## config.mk

```make
export PLATFORM = sky130hd
export DESIGN_NAME = cix_exec
export DESIGN_NICKNAME = d
export VERILOG_FILES = /design/src/hdl/cix_pkg.sv /design/src/hdl/cix_cycle_cnt.sv /design/src/hdl/cix_exec.sv
export SDC_FILE = /design/constraint.sdc
export NUM_CORES = 1
export LEC_CHECK = 0
export BUFFER_PORTS_ARGS = -buffer_cell sky130_fd_sc_hd__buf_2
export CAP_MARGIN = 20
export CELL_PAD_IN_SITES_DETAIL_PLACEMENT = 2
export CELL_PAD_IN_SITES_GLOBAL_PLACEMENT = 2
export CORE_MARGIN = 5
export CORE_UTILIZATION = 30
export DETAILED_ROUTE_END_ITERATION = 7
export GPL_TIMING_DRIVEN = 1
export PLACE_DENSITY = 0.79
export SLEW_MARGIN = 20
export SYNTH_ARGS = -nofsm -noshare
export SYNTH_HDL_FRONTEND = slang
export SYNTH_SLANG_ARGS = --single-unit
```

## constraint.sdc

```tcl
create_clock -name clk -period 2.2 [get_ports clk]
set_clock_uncertainty 0.1 [all_clocks]
set_input_delay 0 -clock clk [delete_from_list [all_inputs] [get_ports clk]]
set_output_delay 0 -clock clk [all_outputs]
set_load 0.02 [all_outputs]
```

## src/hdl/cix_pkg.sv

```systemverilog
// Package for the instruction execution subset: opcodes, timing, resets.
// Assumes 16-bit instruction words and an 8-bit data path.
`default_nettype none
package cix_pkg;
   localparam logic [6:0]  OP_COMPLEMENT_FILE_INSTR       = 7'h09;   // 0001 001d
   localparam logic [6:0]  OP_ROTATE_RIGHT_NOCARRY_INSTR      = 7'h10;   // 0010 000d
   localparam logic [15:0] OP_CLEAR_WATCHDOG_INSTR     = 16'h0004;
   localparam logic [7:0]  OP_LONG_CALL_INSTR      = 8'hB7;
   localparam int          DEST_BIT      = 8;
   localparam logic [7:0]  WDOG_CLR_VAL  = 8'h00;
   localparam logic [7:0]  ZERO_BYTE     = 8'h00;
   localparam logic [15:0] PC_RESET      = 16'h0000;
   localparam logic [1:0]  CYC_ONE       = 2'h1;
   localparam logic [1:0]  CYC_TWO       = 2'h2;
   localparam logic [1:0]  CYC_THREE     = 2'h3;
   localparam logic [1:0]  CYC_EXT_TBLWT = 2'h2;

   typedef enum logic [3:0] {
      CIX_IDLE = 4'h1,
      CIX_EXEC = 4'h2,
      CIX_PROG = 4'h4,
      CIX_DONE = 4'h8
   } cix_state_type;

   // Zero flag of an 8-bit result
   function automatic logic cix_is_zero(input logic [7:0] v);
      return v == ZERO_BYTE;
   endfunction
endpackage
`default_nettype wire

```

## src/hdl/cix_cycle_cnt.sv

```systemverilog
// Counter of instruction cycles left for the current instruction.
// Assumes load and tick from the decoder, single clock.
`default_nettype none
module cix_cycle_cnt
   import cix_pkg::*;
(
   // Clock and reset
   input  wire logic       clk,
   input  wire logic       rstn,
   // Control
   input  wire logic       load,
   input  wire logic [1:0] load_val,
   input  wire logic       tick,
   // Status
   output logic            last
);
   logic [1:0] cnt_reg;

   always_ff @(posedge clk or negedge rstn) begin
      if (!rstn) begin
         cnt_reg <= 2'h0;
      end else if (load) begin
         cnt_reg <= load_val;
      end else if (tick && cnt_reg != 2'h0) begin
         cnt_reg <= cnt_reg - 2'h1;
      end
   end

   assign last = (cnt_reg == CYC_ONE) && tick;
endmodule
`default_nettype wire

```

## src/hdl/cix_exec.sv

```systemverilog
// Execution unit for a subset of an 8-bit core's instructions.
// Assumes one instruction issued per issue pulse; operands come in ready.
`default_nettype none
// Behaviour
// - With s=1 the result goes to the file only, with s=0 to both file and accumulator.
// - A long call loads the high latch into the upper pc byte and the literal into the low byte.
// - Table write to internal memory programs until an interrupt, to external memory takes two cycles.
// - A test-and-skip takes two cycles when its condition holds and one otherwise.
// - Flow and table-read instructions take two cycles, a table read into the pc low byte three.
// - A taken skip drops the prefetched instruction and runs a no-operation in its place.
// - Clear watchdog zeroes watchdog counter and postscaler and sets both active-low flags.
// - Complement inverts the register, writes accumulator on d=0 or file on d=1, updates zero.
module cix_exec
   import cix_pkg::*;
(
   // Clock and reset
   input  wire logic        clk,
   input  wire logic        rstn,
   // Instruction issue
   input  wire logic        issue,
   input  wire logic [15:0] instr,
   input  wire logic [7:0]  file_rd_data,
   input  wire logic        dest_sel_both,
   input  wire logic        is_skip,
   input  wire logic        skip_cond,
   input  wire logic        is_flow,
   input  wire logic        is_tblrd_pcl,
   input  wire logic        is_tblwt,
   input  wire logic        tblwt_internal,
   input  wire logic        irq_event,
   input  wire logic [7:0]  pc_high_latch,
   // Results
   output logic             busy,
   output logic             flush_fetch,
   output logic [7:0]       accumulator,
   output logic [7:0]       file_wr_data,
   output logic             file_wr_en,
   output logic [15:0]      pc_reg,
   output logic             zero_flag,
   output logic [7:0]       wdog_count,
   output logic [7:0]       wdog_postscale,
   output logic             wdog_expiry_n,
   output logic             sleep_flag_n
);
   cix_state_type state_reg;
   cix_state_type state_next;
   logic          dbit;
   logic          is_complement_file_instr;
   logic          is_rotate_right_nocarry_instr;
   logic          is_clear_watchdog_instr;
   logic          is_long_call_instr;
   logic [7:0]    alu_res;
   logic [1:0]    cyc_len;
   logic          multi;
   logic          cnt_last;

   assign dbit      = instr[DEST_BIT];
   assign is_complement_file_instr   = instr[15:9] == OP_COMPLEMENT_FILE_INSTR;
   assign is_rotate_right_nocarry_instr  = instr[15:9] == OP_ROTATE_RIGHT_NOCARRY_INSTR;
   assign is_clear_watchdog_instr = instr == OP_CLEAR_WATCHDOG_INSTR;
   assign is_long_call_instr  = instr[15:8] == OP_LONG_CALL_INSTR;

   always_comb begin
      alu_res = file_rd_data;
      if (is_complement_file_instr) begin
         alu_res = ~file_rd_data;
      end else if (is_rotate_right_nocarry_instr) begin
         alu_res = {file_rd_data[0], file_rd_data[7:1]};
      end
   end

   always_comb begin
      cyc_len = CYC_ONE;
      if (is_skip && skip_cond) begin
         cyc_len = CYC_TWO;
      end else if (is_tblrd_pcl) begin
         cyc_len = CYC_THREE;
      end else if (is_flow || is_long_call_instr) begin
         cyc_len = CYC_TWO;
      end else if (is_tblwt && !tblwt_internal) begin
         cyc_len = CYC_EXT_TBLWT;
      end
   end

   assign multi = cyc_len != CYC_ONE;

   cix_cycle_cnt u_cnt (
      .clk      (clk),
      .rstn     (rstn),
      .load     (issue && state_reg == CIX_IDLE),
      // Issue cycle is the first cycle, so busy runs one fewer
      .load_val (2'(cyc_len - CYC_ONE)),
      .tick     (state_reg == CIX_EXEC),
      .last     (cnt_last)
   );

   always_comb begin
      state_next = state_reg;
      unique case (state_reg)
         CIX_IDLE: begin
            if (issue && is_tblwt && tblwt_internal) begin
               state_next = CIX_PROG;
            end else if (issue && multi) begin
               state_next = CIX_EXEC;
            end
         end
         CIX_EXEC: begin
            if (cnt_last) begin
               state_next = CIX_DONE;
            end
         end
         CIX_PROG: begin
            if (irq_event) begin
               state_next = CIX_DONE;
            end
         end
         CIX_DONE: state_next = CIX_IDLE;
         default:  state_next = CIX_IDLE;
      endcase
   end

   always_ff @(posedge clk or negedge rstn) begin
      if (!rstn) begin
         state_reg <= CIX_IDLE;
      end else begin
         state_reg <= state_next;
      end
   end

   // Busy covers the extra cycles; the first cycle is the issue cycle
   assign busy = state_reg != CIX_IDLE && state_reg != CIX_DONE;
   // Prefetched slot becomes a no-operation
   assign flush_fetch = issue && state_reg == CIX_IDLE
                        && is_skip && skip_cond;

   always_ff @(posedge clk or negedge rstn) begin
      if (!rstn) begin
         accumulator  <= ZERO_BYTE;
         file_wr_data <= ZERO_BYTE;
         file_wr_en   <= 1'b0;
      end else begin
         file_wr_en <= 1'b0;
         if (issue && state_reg == CIX_IDLE && (is_complement_file_instr || is_rotate_right_nocarry_instr)) begin
            // Complement and rotate: d=0 to accumulator, d=1 to file
            if (dbit) begin
               file_wr_data <= alu_res;
               file_wr_en   <= 1'b1;
            end else begin
               accumulator <= alu_res;
            end
         end else if (issue && state_reg == CIX_IDLE && !is_clear_watchdog_instr
                      && !is_long_call_instr && !is_skip) begin
            // Generic s-operand path: file always, accumulator on 0
            file_wr_data <= alu_res;
            file_wr_en   <= 1'b1;
            if (!dest_sel_both) begin
               accumulator <= alu_res;
            end
         end
      end
   end

   always_ff @(posedge clk or negedge rstn) begin
      if (!rstn) begin
         zero_flag <= 1'b0;
      end else if (issue && state_reg == CIX_IDLE && is_complement_file_instr) begin
         zero_flag <= cix_is_zero(alu_res);
      end
   end

   always_ff @(posedge clk or negedge rstn) begin
      if (!rstn) begin
         pc_reg <= PC_RESET;
      end else if (issue && state_reg == CIX_IDLE && is_long_call_instr) begin
         pc_reg <= {pc_high_latch, instr[7:0]};
      end
   end

   always_ff @(posedge clk or negedge rstn) begin
      if (!rstn) begin
         wdog_count     <= WDOG_CLR_VAL;
         wdog_postscale <= WDOG_CLR_VAL;
         wdog_expiry_n  <= 1'b1;
         sleep_flag_n   <= 1'b1;
      end else if (issue && state_reg == CIX_IDLE && is_clear_watchdog_instr) begin
         wdog_count     <= WDOG_CLR_VAL;
         wdog_postscale <= WDOG_CLR_VAL;
         wdog_expiry_n  <= 1'b1;
         sleep_flag_n   <= 1'b1;
      end else begin
         wdog_count <= wdog_count + 8'h01;
         if (&wdog_count) begin
            // Postscaler advances once per counter wrap
            wdog_postscale <= wdog_postscale + 8'h01;
         end
      end
   end

   logic idle_issue;
   assign idle_issue = issue && state_reg == CIX_IDLE;

   property p_long_call_instr;
      @(posedge clk) disable iff (!rstn)
      idle_issue && is_long_call_instr |=> pc_reg == {$past(pc_high_latch),
                                            $past(instr[7:0])};
   endproperty
   a_long_call_instr: assert property (p_long_call_instr) else $error("long call pc wrong");

   property p_complement_file_instr;
      @(posedge clk) disable iff (!rstn)
      idle_issue && is_complement_file_instr && !dbit |=> accumulator == ~$past(file_rd_data);
   endproperty
   a_complement_file_instr: assert property (p_complement_file_instr) else $error("complement wrong");

   property p_rotate_right_nocarry_instr;
      @(posedge clk) disable iff (!rstn)
      idle_issue && is_rotate_right_nocarry_instr && dbit |=> file_wr_en
         && file_wr_data == {$past(file_rd_data[0]), $past(file_rd_data[7:1])};
   endproperty
   a_rotate_right_nocarry_instr: assert property (p_rotate_right_nocarry_instr) else $error("rotate wrong");

   property p_zero;
      @(posedge clk) disable iff (!rstn)
      idle_issue && is_complement_file_instr |=> zero_flag == ($past(file_rd_data) == 8'hFF);
   endproperty
   a_zero: assert property (p_zero) else $error("zero flag wrong");

   property p_clear_watchdog_instr;
      @(posedge clk) disable iff (!rstn)
      idle_issue && is_clear_watchdog_instr |=> wdog_count == 8'h00 && wdog_postscale == 8'h00
         && wdog_expiry_n && sleep_flag_n;
   endproperty
   a_clear_watchdog_instr: assert property (p_clear_watchdog_instr) else $error("watchdog clear");

   property p_skip;
      @(posedge clk) disable iff (!rstn)
      idle_issue && is_skip |-> flush_fetch == skip_cond ##1 !file_wr_en;
   endproperty
   a_skip: assert property (p_skip) else $error("skip flush wrong");

   property p_two;
      @(posedge clk) disable iff (!rstn)
      idle_issue && is_flow && !is_tblrd_pcl && !(is_skip && skip_cond)
         |=> busy ##1 !busy;
   endproperty
   a_two: assert property (p_two) else $error("two-cycle wrong");

   property p_three;
      @(posedge clk) disable iff (!rstn)
      idle_issue && is_tblrd_pcl && !(is_skip && skip_cond)
         |=> busy [*2] ##1 !busy;
   endproperty
   a_three: assert property (p_three) else $error("three-cycle wrong");

   property p_skip_one;
      @(posedge clk) disable iff (!rstn)
      idle_issue && is_skip && !skip_cond && !is_flow && !is_tblrd_pcl
         && !is_tblwt && !is_long_call_instr |=> !busy;
   endproperty
   a_skip_one: assert property (p_skip_one) else $error("skip 1 cyc");

   property p_prog;
      @(posedge clk) disable iff (!rstn)
      state_reg == CIX_PROG && irq_event |=> state_reg == CIX_DONE;
   endproperty
   a_prog: assert property (p_prog) else $error("program not ended");

   property p_dest;
      @(posedge clk) disable iff (!rstn)
      idle_issue && !is_complement_file_instr && !is_rotate_right_nocarry_instr && !is_clear_watchdog_instr && !is_long_call_instr
         && !is_skip && dest_sel_both |=> $stable(accumulator) && file_wr_en;
   endproperty
   a_dest: assert property (p_dest) else $error("dest select wrong");

   c_long_call_instr: cover property (@(posedge clk) idle_issue && is_long_call_instr);
   c_prog:  cover property (@(posedge clk) state_reg == CIX_PROG && irq_event);
   c_skip:  cover property (@(posedge clk) flush_fetch);
   c_three: cover property (@(posedge clk) idle_issue && is_tblrd_pcl);
endmodule
`default_nettype wire

```

== After elaboration in Yosys (flattened, before gate mapping) ==
Cells that the tools add are included.

* Register bits after elaboration: 56
* Word-level logic and storage cells: 90
* Input port bits: 43

* Reduce and logical (&&, ||, !) cells: 33
* Add/subtract/negate cells: 4
* Mux-type cells: 26
* Eq/ne operators: 17
* Bitwise operators: 1

{| class="wikitable"
|+ Operator list
! cell !! number
|-
| $mux W8 || 12
|-
| $logic_and A1 B1 Y1 || 18
|-
| $add A8 B1 Y8 const B || 2
|-
| $eq A16 B3 Y1 const B || 1
|-
| $mux W4 || 4
|-
| $mux W2 || 6
|-
| $pmux W4 S3 || 1
|-
| $eq A8 B8 Y1 const B || 1
|-
| $logic_not A8 Y1 || 1
|-
| $ne A2 B2 Y1 const B || 4
|-
| $not A8 Y8 || 1
|-
| $reduce_and A8 Y1 || 1
|-
| $reduce_bool A2 Y1 || 4
|-
| $eq A7 B4 Y1 const B || 1
|-
| $eq A7 B5 Y1 const B || 1
|-
| $reduce_and A3 Y1 || 2
|-
| $eq A4 B1 Y1 const B || 1
|-
| $eq A4 B2 Y1 const B || 1
|-
| $eq A4 B3 Y1 const B || 1
|-
| $logic_not A1 Y1 || 4
|-
| $ne A2 B1 Y1 const B || 2
|-
| $ne A4 B1 Y1 const B || 1
|-
| $ne A4 B4 Y1 const B || 1
|-
| $sub A2 B1 Y2 const B || 2
|-
| 5 further kinds || 8
|}

== Depth between registers and ports, before layout ==
* Depth after elaboration: 11
* Mapped depth: 8
* Depth with buffers taken out: 8

== Modules after synthesis ==
A second synthesis with hierarchy kept.

* Cell total of the unflattened synthesis: 236
* Area total of the unflattened synthesis: 2770.2 um^2

{| class="wikitable"
|+ Modules (own cells, without submodules)
! module !! area each (um^2) !! cells each !! instances !! sequential area each (um^2)
|-
| cix_exec || 2621.3 || 222 || 1 || 1352.5
|-
| cix_cycle_cnt || 148.9 || 14 || 1 || 50.0
|}

== Worst setup path before layout ==
OpenSTA, ideal clock, no wires.

* Path type: register to register
* Start: register state_reg[0]
* End: register accumulator[0]
* Arrival: 1696 ps
* Library setup time: 125 ps
* Path slack: 279 ps
* Stages on the path, launching flop included: 8
* Period minus slack after synthesis: 1921 ps
* Cell sequence: dfstp_2 and2b_1 and3_1 buf_4 nand4_2 o32a_1 buf_4 mux2_4

* Word-level cells in the longest chain between the ends: 7
* Elaborated cells on any way between the ends: 11
* Those cells by class: 3 x eq/ne; 1 x mux; 7 x reduce/logical

{| class="wikitable"
|+ Ends and longest elaborated chain
! what !! RTL line !! text
|-
| start, declared || cix_exec.sv:45 || <nowiki>cix_state_type state_reg;</nowiki>
|-
| start signal, assigned || cix_exec.sv:126 || <nowiki>state_reg <= state_next;</nowiki>
|-
| $eq A4 B1 Y1 * || cix_exec.sv:143, cix_exec.sv:151 ||
|-
| $logic_and A1 B1 Y1 * || n/a ||
|-
| $logic_and A1 B1 Y1 || cix_exec.sv:151 || <nowiki>end else if (issue && state_reg == CIX_IDLE && !is_clear_watchdog_instr</nowiki>
|-
| $logic_and A1 B1 Y1 (2 in a row) || cix_exec.sv:152 || <nowiki>&& !is_long_call_instr && !is_skip) begin</nowiki>
|-
| $reduce_bool A2 Y1 (no source line) || n/a ||
|-
| $reduce_and A3 Y1 (no source line) || n/a ||
|-
| end signal, assigned || cix_exec.sv:149 || <nowiki>accumulator <= alu_res;</nowiki>
|-
| end signal, assigned || cix_exec.sv:157 || <nowiki>accumulator <= alu_res;</nowiki>
|-
| end, declared || cix_exec.sv:35 || <nowiki>output logic [7:0] accumulator,</nowiki>
|}

Mark *: on every way between the ends. The rest lies on a longest branch, timed or not.
A chain may end at the register's enable or synchronous reset.

== Worst setup path in the final report ==
Ends and elaborated chain as after synthesis.

==> metrics.yaml <==
run_status:
  status: "completed"
worst_setup_path:
  cp-endpoint: "accumulator[0]"
  end_kind: "register"
  crit-reg2reg-launch: "state_reg[0]"
  cp-startpoint: "state_reg[0]"
  critPathRequiredTime_ns: 2.30
  startpoint_type: "register"
  crit_type: "reg -> reg"
  r2r_cells: 5
  r2r-end: "accumulator[0]"
  critPathArrivalTime_ns: 2.13
  r2r_setup_slack_ns: 0.17
  critPathMaxFanout: 8
global_routing:
  grt_use_total: 0.1604
  grt_pass1_wl_microns: 14890
  antenna_found_initial: 0
  grt-ovfl-total: 0
  grt_max_degree: 40
  grt_pass1_vias: 2927
clocking:
  tritoncts: "built"
  htree_levels: 2
  postCtsSetupBuffers: 0
  numCtsBuffers: 5
  insertion_delay_ns: 0.30
  cts_sinks: 56
  cts.path.max_buffers: 2
  path_clk_slew_ns: 0.10
  cts-root-buf: "clkbuf_8"
placement:
  gp_congestion: 0.7581
  post-dp-hpwl_microns: 6543
  pre_cts_slack_ns: 0.06957
  io_buffers: 94
  dp_cells: 490
  dpl_cell_area_sq_mm: 0.003498
logic_synthesis:
  yosysWarnings: 0
  syn_area_sq_mm: 0.002838
  synth_area_per_cell_sq_um: 10.71
  synth_top_flop_cell: "dfrtp_1"
  synthArstFlopShare: 1.000
  ys_ff_latch: 56
  ys_types: 46
  synth_enable_flop_cells: 0
  netlist_instances: 265
  ys_seq_area_frac: 0.4943
route:
  post_drt_wl_per_cell_microns: 17.16
  postRouteAntennaNets: 0
  viasPerCell: 4.812
  drtIter0Drc: 47
  wirelength_microns: 8853
  route.detailed.drc: 0
  route.vias.total: 2483
  firstDrtPassIters: 4
timing:
  fmax_mhz: 493.0
  setup_tns_ns: 0
  hold_viol: 0
  hold-worst-slack_ns: 0.02239
  setup_slack_ns: 0.1716
  tightest_slew_ns: 0.9162
  setup_viol: 0
  finalCritPeriodShare: 0.9220
  maxSlewHeadroom: 0.3892
  finalMaxSlewViolations: 0
  min_period_ns: 2.028
  rsz0062_at_grt: "false"
finish:
  area_growth_pct: 32.98
  drive_above_1_share: 0.3876
  fin_cells: 516
  antennaDiodeCount: 0
  final_area_sq_mm: 0.003774
  layout_commonest_cell: "buf_2"
  layout_common_cells: "buf_2 (94), dfrtp_1 (55), nor2_1 (39), mux2_2 (24), dlygate4sd3_1 (18)"
  nNetsFinal: 434
  largest_reg_flops: 16
floorplan:
  start_util: 0.3071
  die_w_microns: 107.3
  fp.dieArea_sq_mm: 0.01150
  die_h_microns: 107.3
  rows: 35
  core_sq_mm: 0.009240
  io_pins: 97
pwr:
  p_leak_nw: 1.855
  p_per_area_mw_per_mm2: 839.5
  peakVddDrop_mv: 0.3017
worst_hold_path:
  holdCritPathClass: "in -> reg"
job:
  max-cap-violations: 0
## Yosys cell counts, drive strengths merged (2+ instances only)
master | n | area [sq um]
nand4 | 9 | 62.56
nor2 | 39 | 146.4
nor4 | 5 | 31.28
inv | 7 | 26.28
a21oi | 2 | 10.01
and3 | 5 | 31.28
xor2 | 9 | 78.83
nand2b | 3 | 18.77
nand3 | 15 | 75.07
nor2b | 2 | 12.51
o21ai | 14 | 73.82
ha | 5 | 62.56
nor3 | 4 | 25.02
dfrtp | 55 | 1376
nor4bb | 2 | 20.02
buf | 8 | 52.55
mux2 | 32 | 390.4
nand2 | 13 | 48.80
xnor2 | 6 | 52.55
o21a | 2 | 15.01
a211oi | 9 | 67.56
## critical path: stages, from the launching register on
cell     delay (ns)
dfstp_2        0.60
and2b_1        0.18
and3_1         0.25
nand4_2        0.12
o32a_2         0.33
mux2_4         0.33
## how the worst min path moves through the flow
stage | start | end | slack, ns | depth (start not counted)
2_1_floorplan | rstn | accumulator[0] | -0.40 | 0
3_3_place_gp | rstn | state_reg[1] | 0.08 | 1
3_5_place_dp | rstn | state_reg[1] | 0.09 | 1
4_1_cts | file_rd_data[6] | zero_flag | 0.01 | 4
5_1_grt | file_rd_data[6] | zero_flag | 0.03 | 4
6_report | file_rd_data[6] | zero_flag | 0.02 | 4
## area by class of cell
class / count / area [sq um]
sequential: 56 / 1403
clock buffer: 7 / 86.33
timing repair buffer: 122 / 725.7
multi-input combinational: 193 / 1360
tap: 129 / 161.4
clock inverter: 1 / 7.507
inverter: 8 / 30.03
fill: 1049 / 5466
## what timing repair did
action                                  in CTS  in global routing
gates resized for setup                      0                  1
endpoints found under the setup margin       0                  8
hold buffers                                18                  0
endpoints found under the hold margin       53                  0
## through the flow
step / util / power, W
after floorplan: - / 0.002119
after global placement: 0.3786 / 0.002513
after detailed placement: 0.3786 / 0.002574
after CTS: 0.4083 / 0.003215
after global routing: 0.4084 / 0.003381
final: 0.4084 / 0.003168
## power breakdown
part | internal (W) | leakage, nW | switching, W
clock network | 0.000257 | 0.0445 | 0.000335
logic | 0.000504 | 1.10 | 0.000665
registers | 0.00125 | 0.709 | 0.000155
total | 0.00201 | 1.85 | 0.00116
## routing by layer
| metal | share of wire | global-route usage |
|---|---|---|
| met1 | 0.42 | 0.1897 |
| met2 | 0.53 | 0.3047 |
| met3 | 0.039 | 0.02220 |
| met4 | 0.010 | 0.03562 |
| met5 | 0 | 0 |
## cells by family (layout without fill, tap and decap cells)
| kind of cell | count (synthesis) | count (layout) | share of synthesized area |
|---|---|---|---|
| buffers and inverters | 17 | 138 | 0.03042 |
| AOI/OAI and AO/OA | 33 | 33 | 0.07584 |
| adders and majority gates | 5 | 5 | 0.02205 |
| xor gates and xnor gates | 15 | 15 | 0.04630 |
| other | 1 | 2 | 0.001321 |
| and+or+nand+nor | 105 | 105 | 0.1887 |
| DFF | 56 | 56 | 0.4943 |
| muxes | 33 | 33 | 0.1411 |
Power figures use the tool's default switching activity.
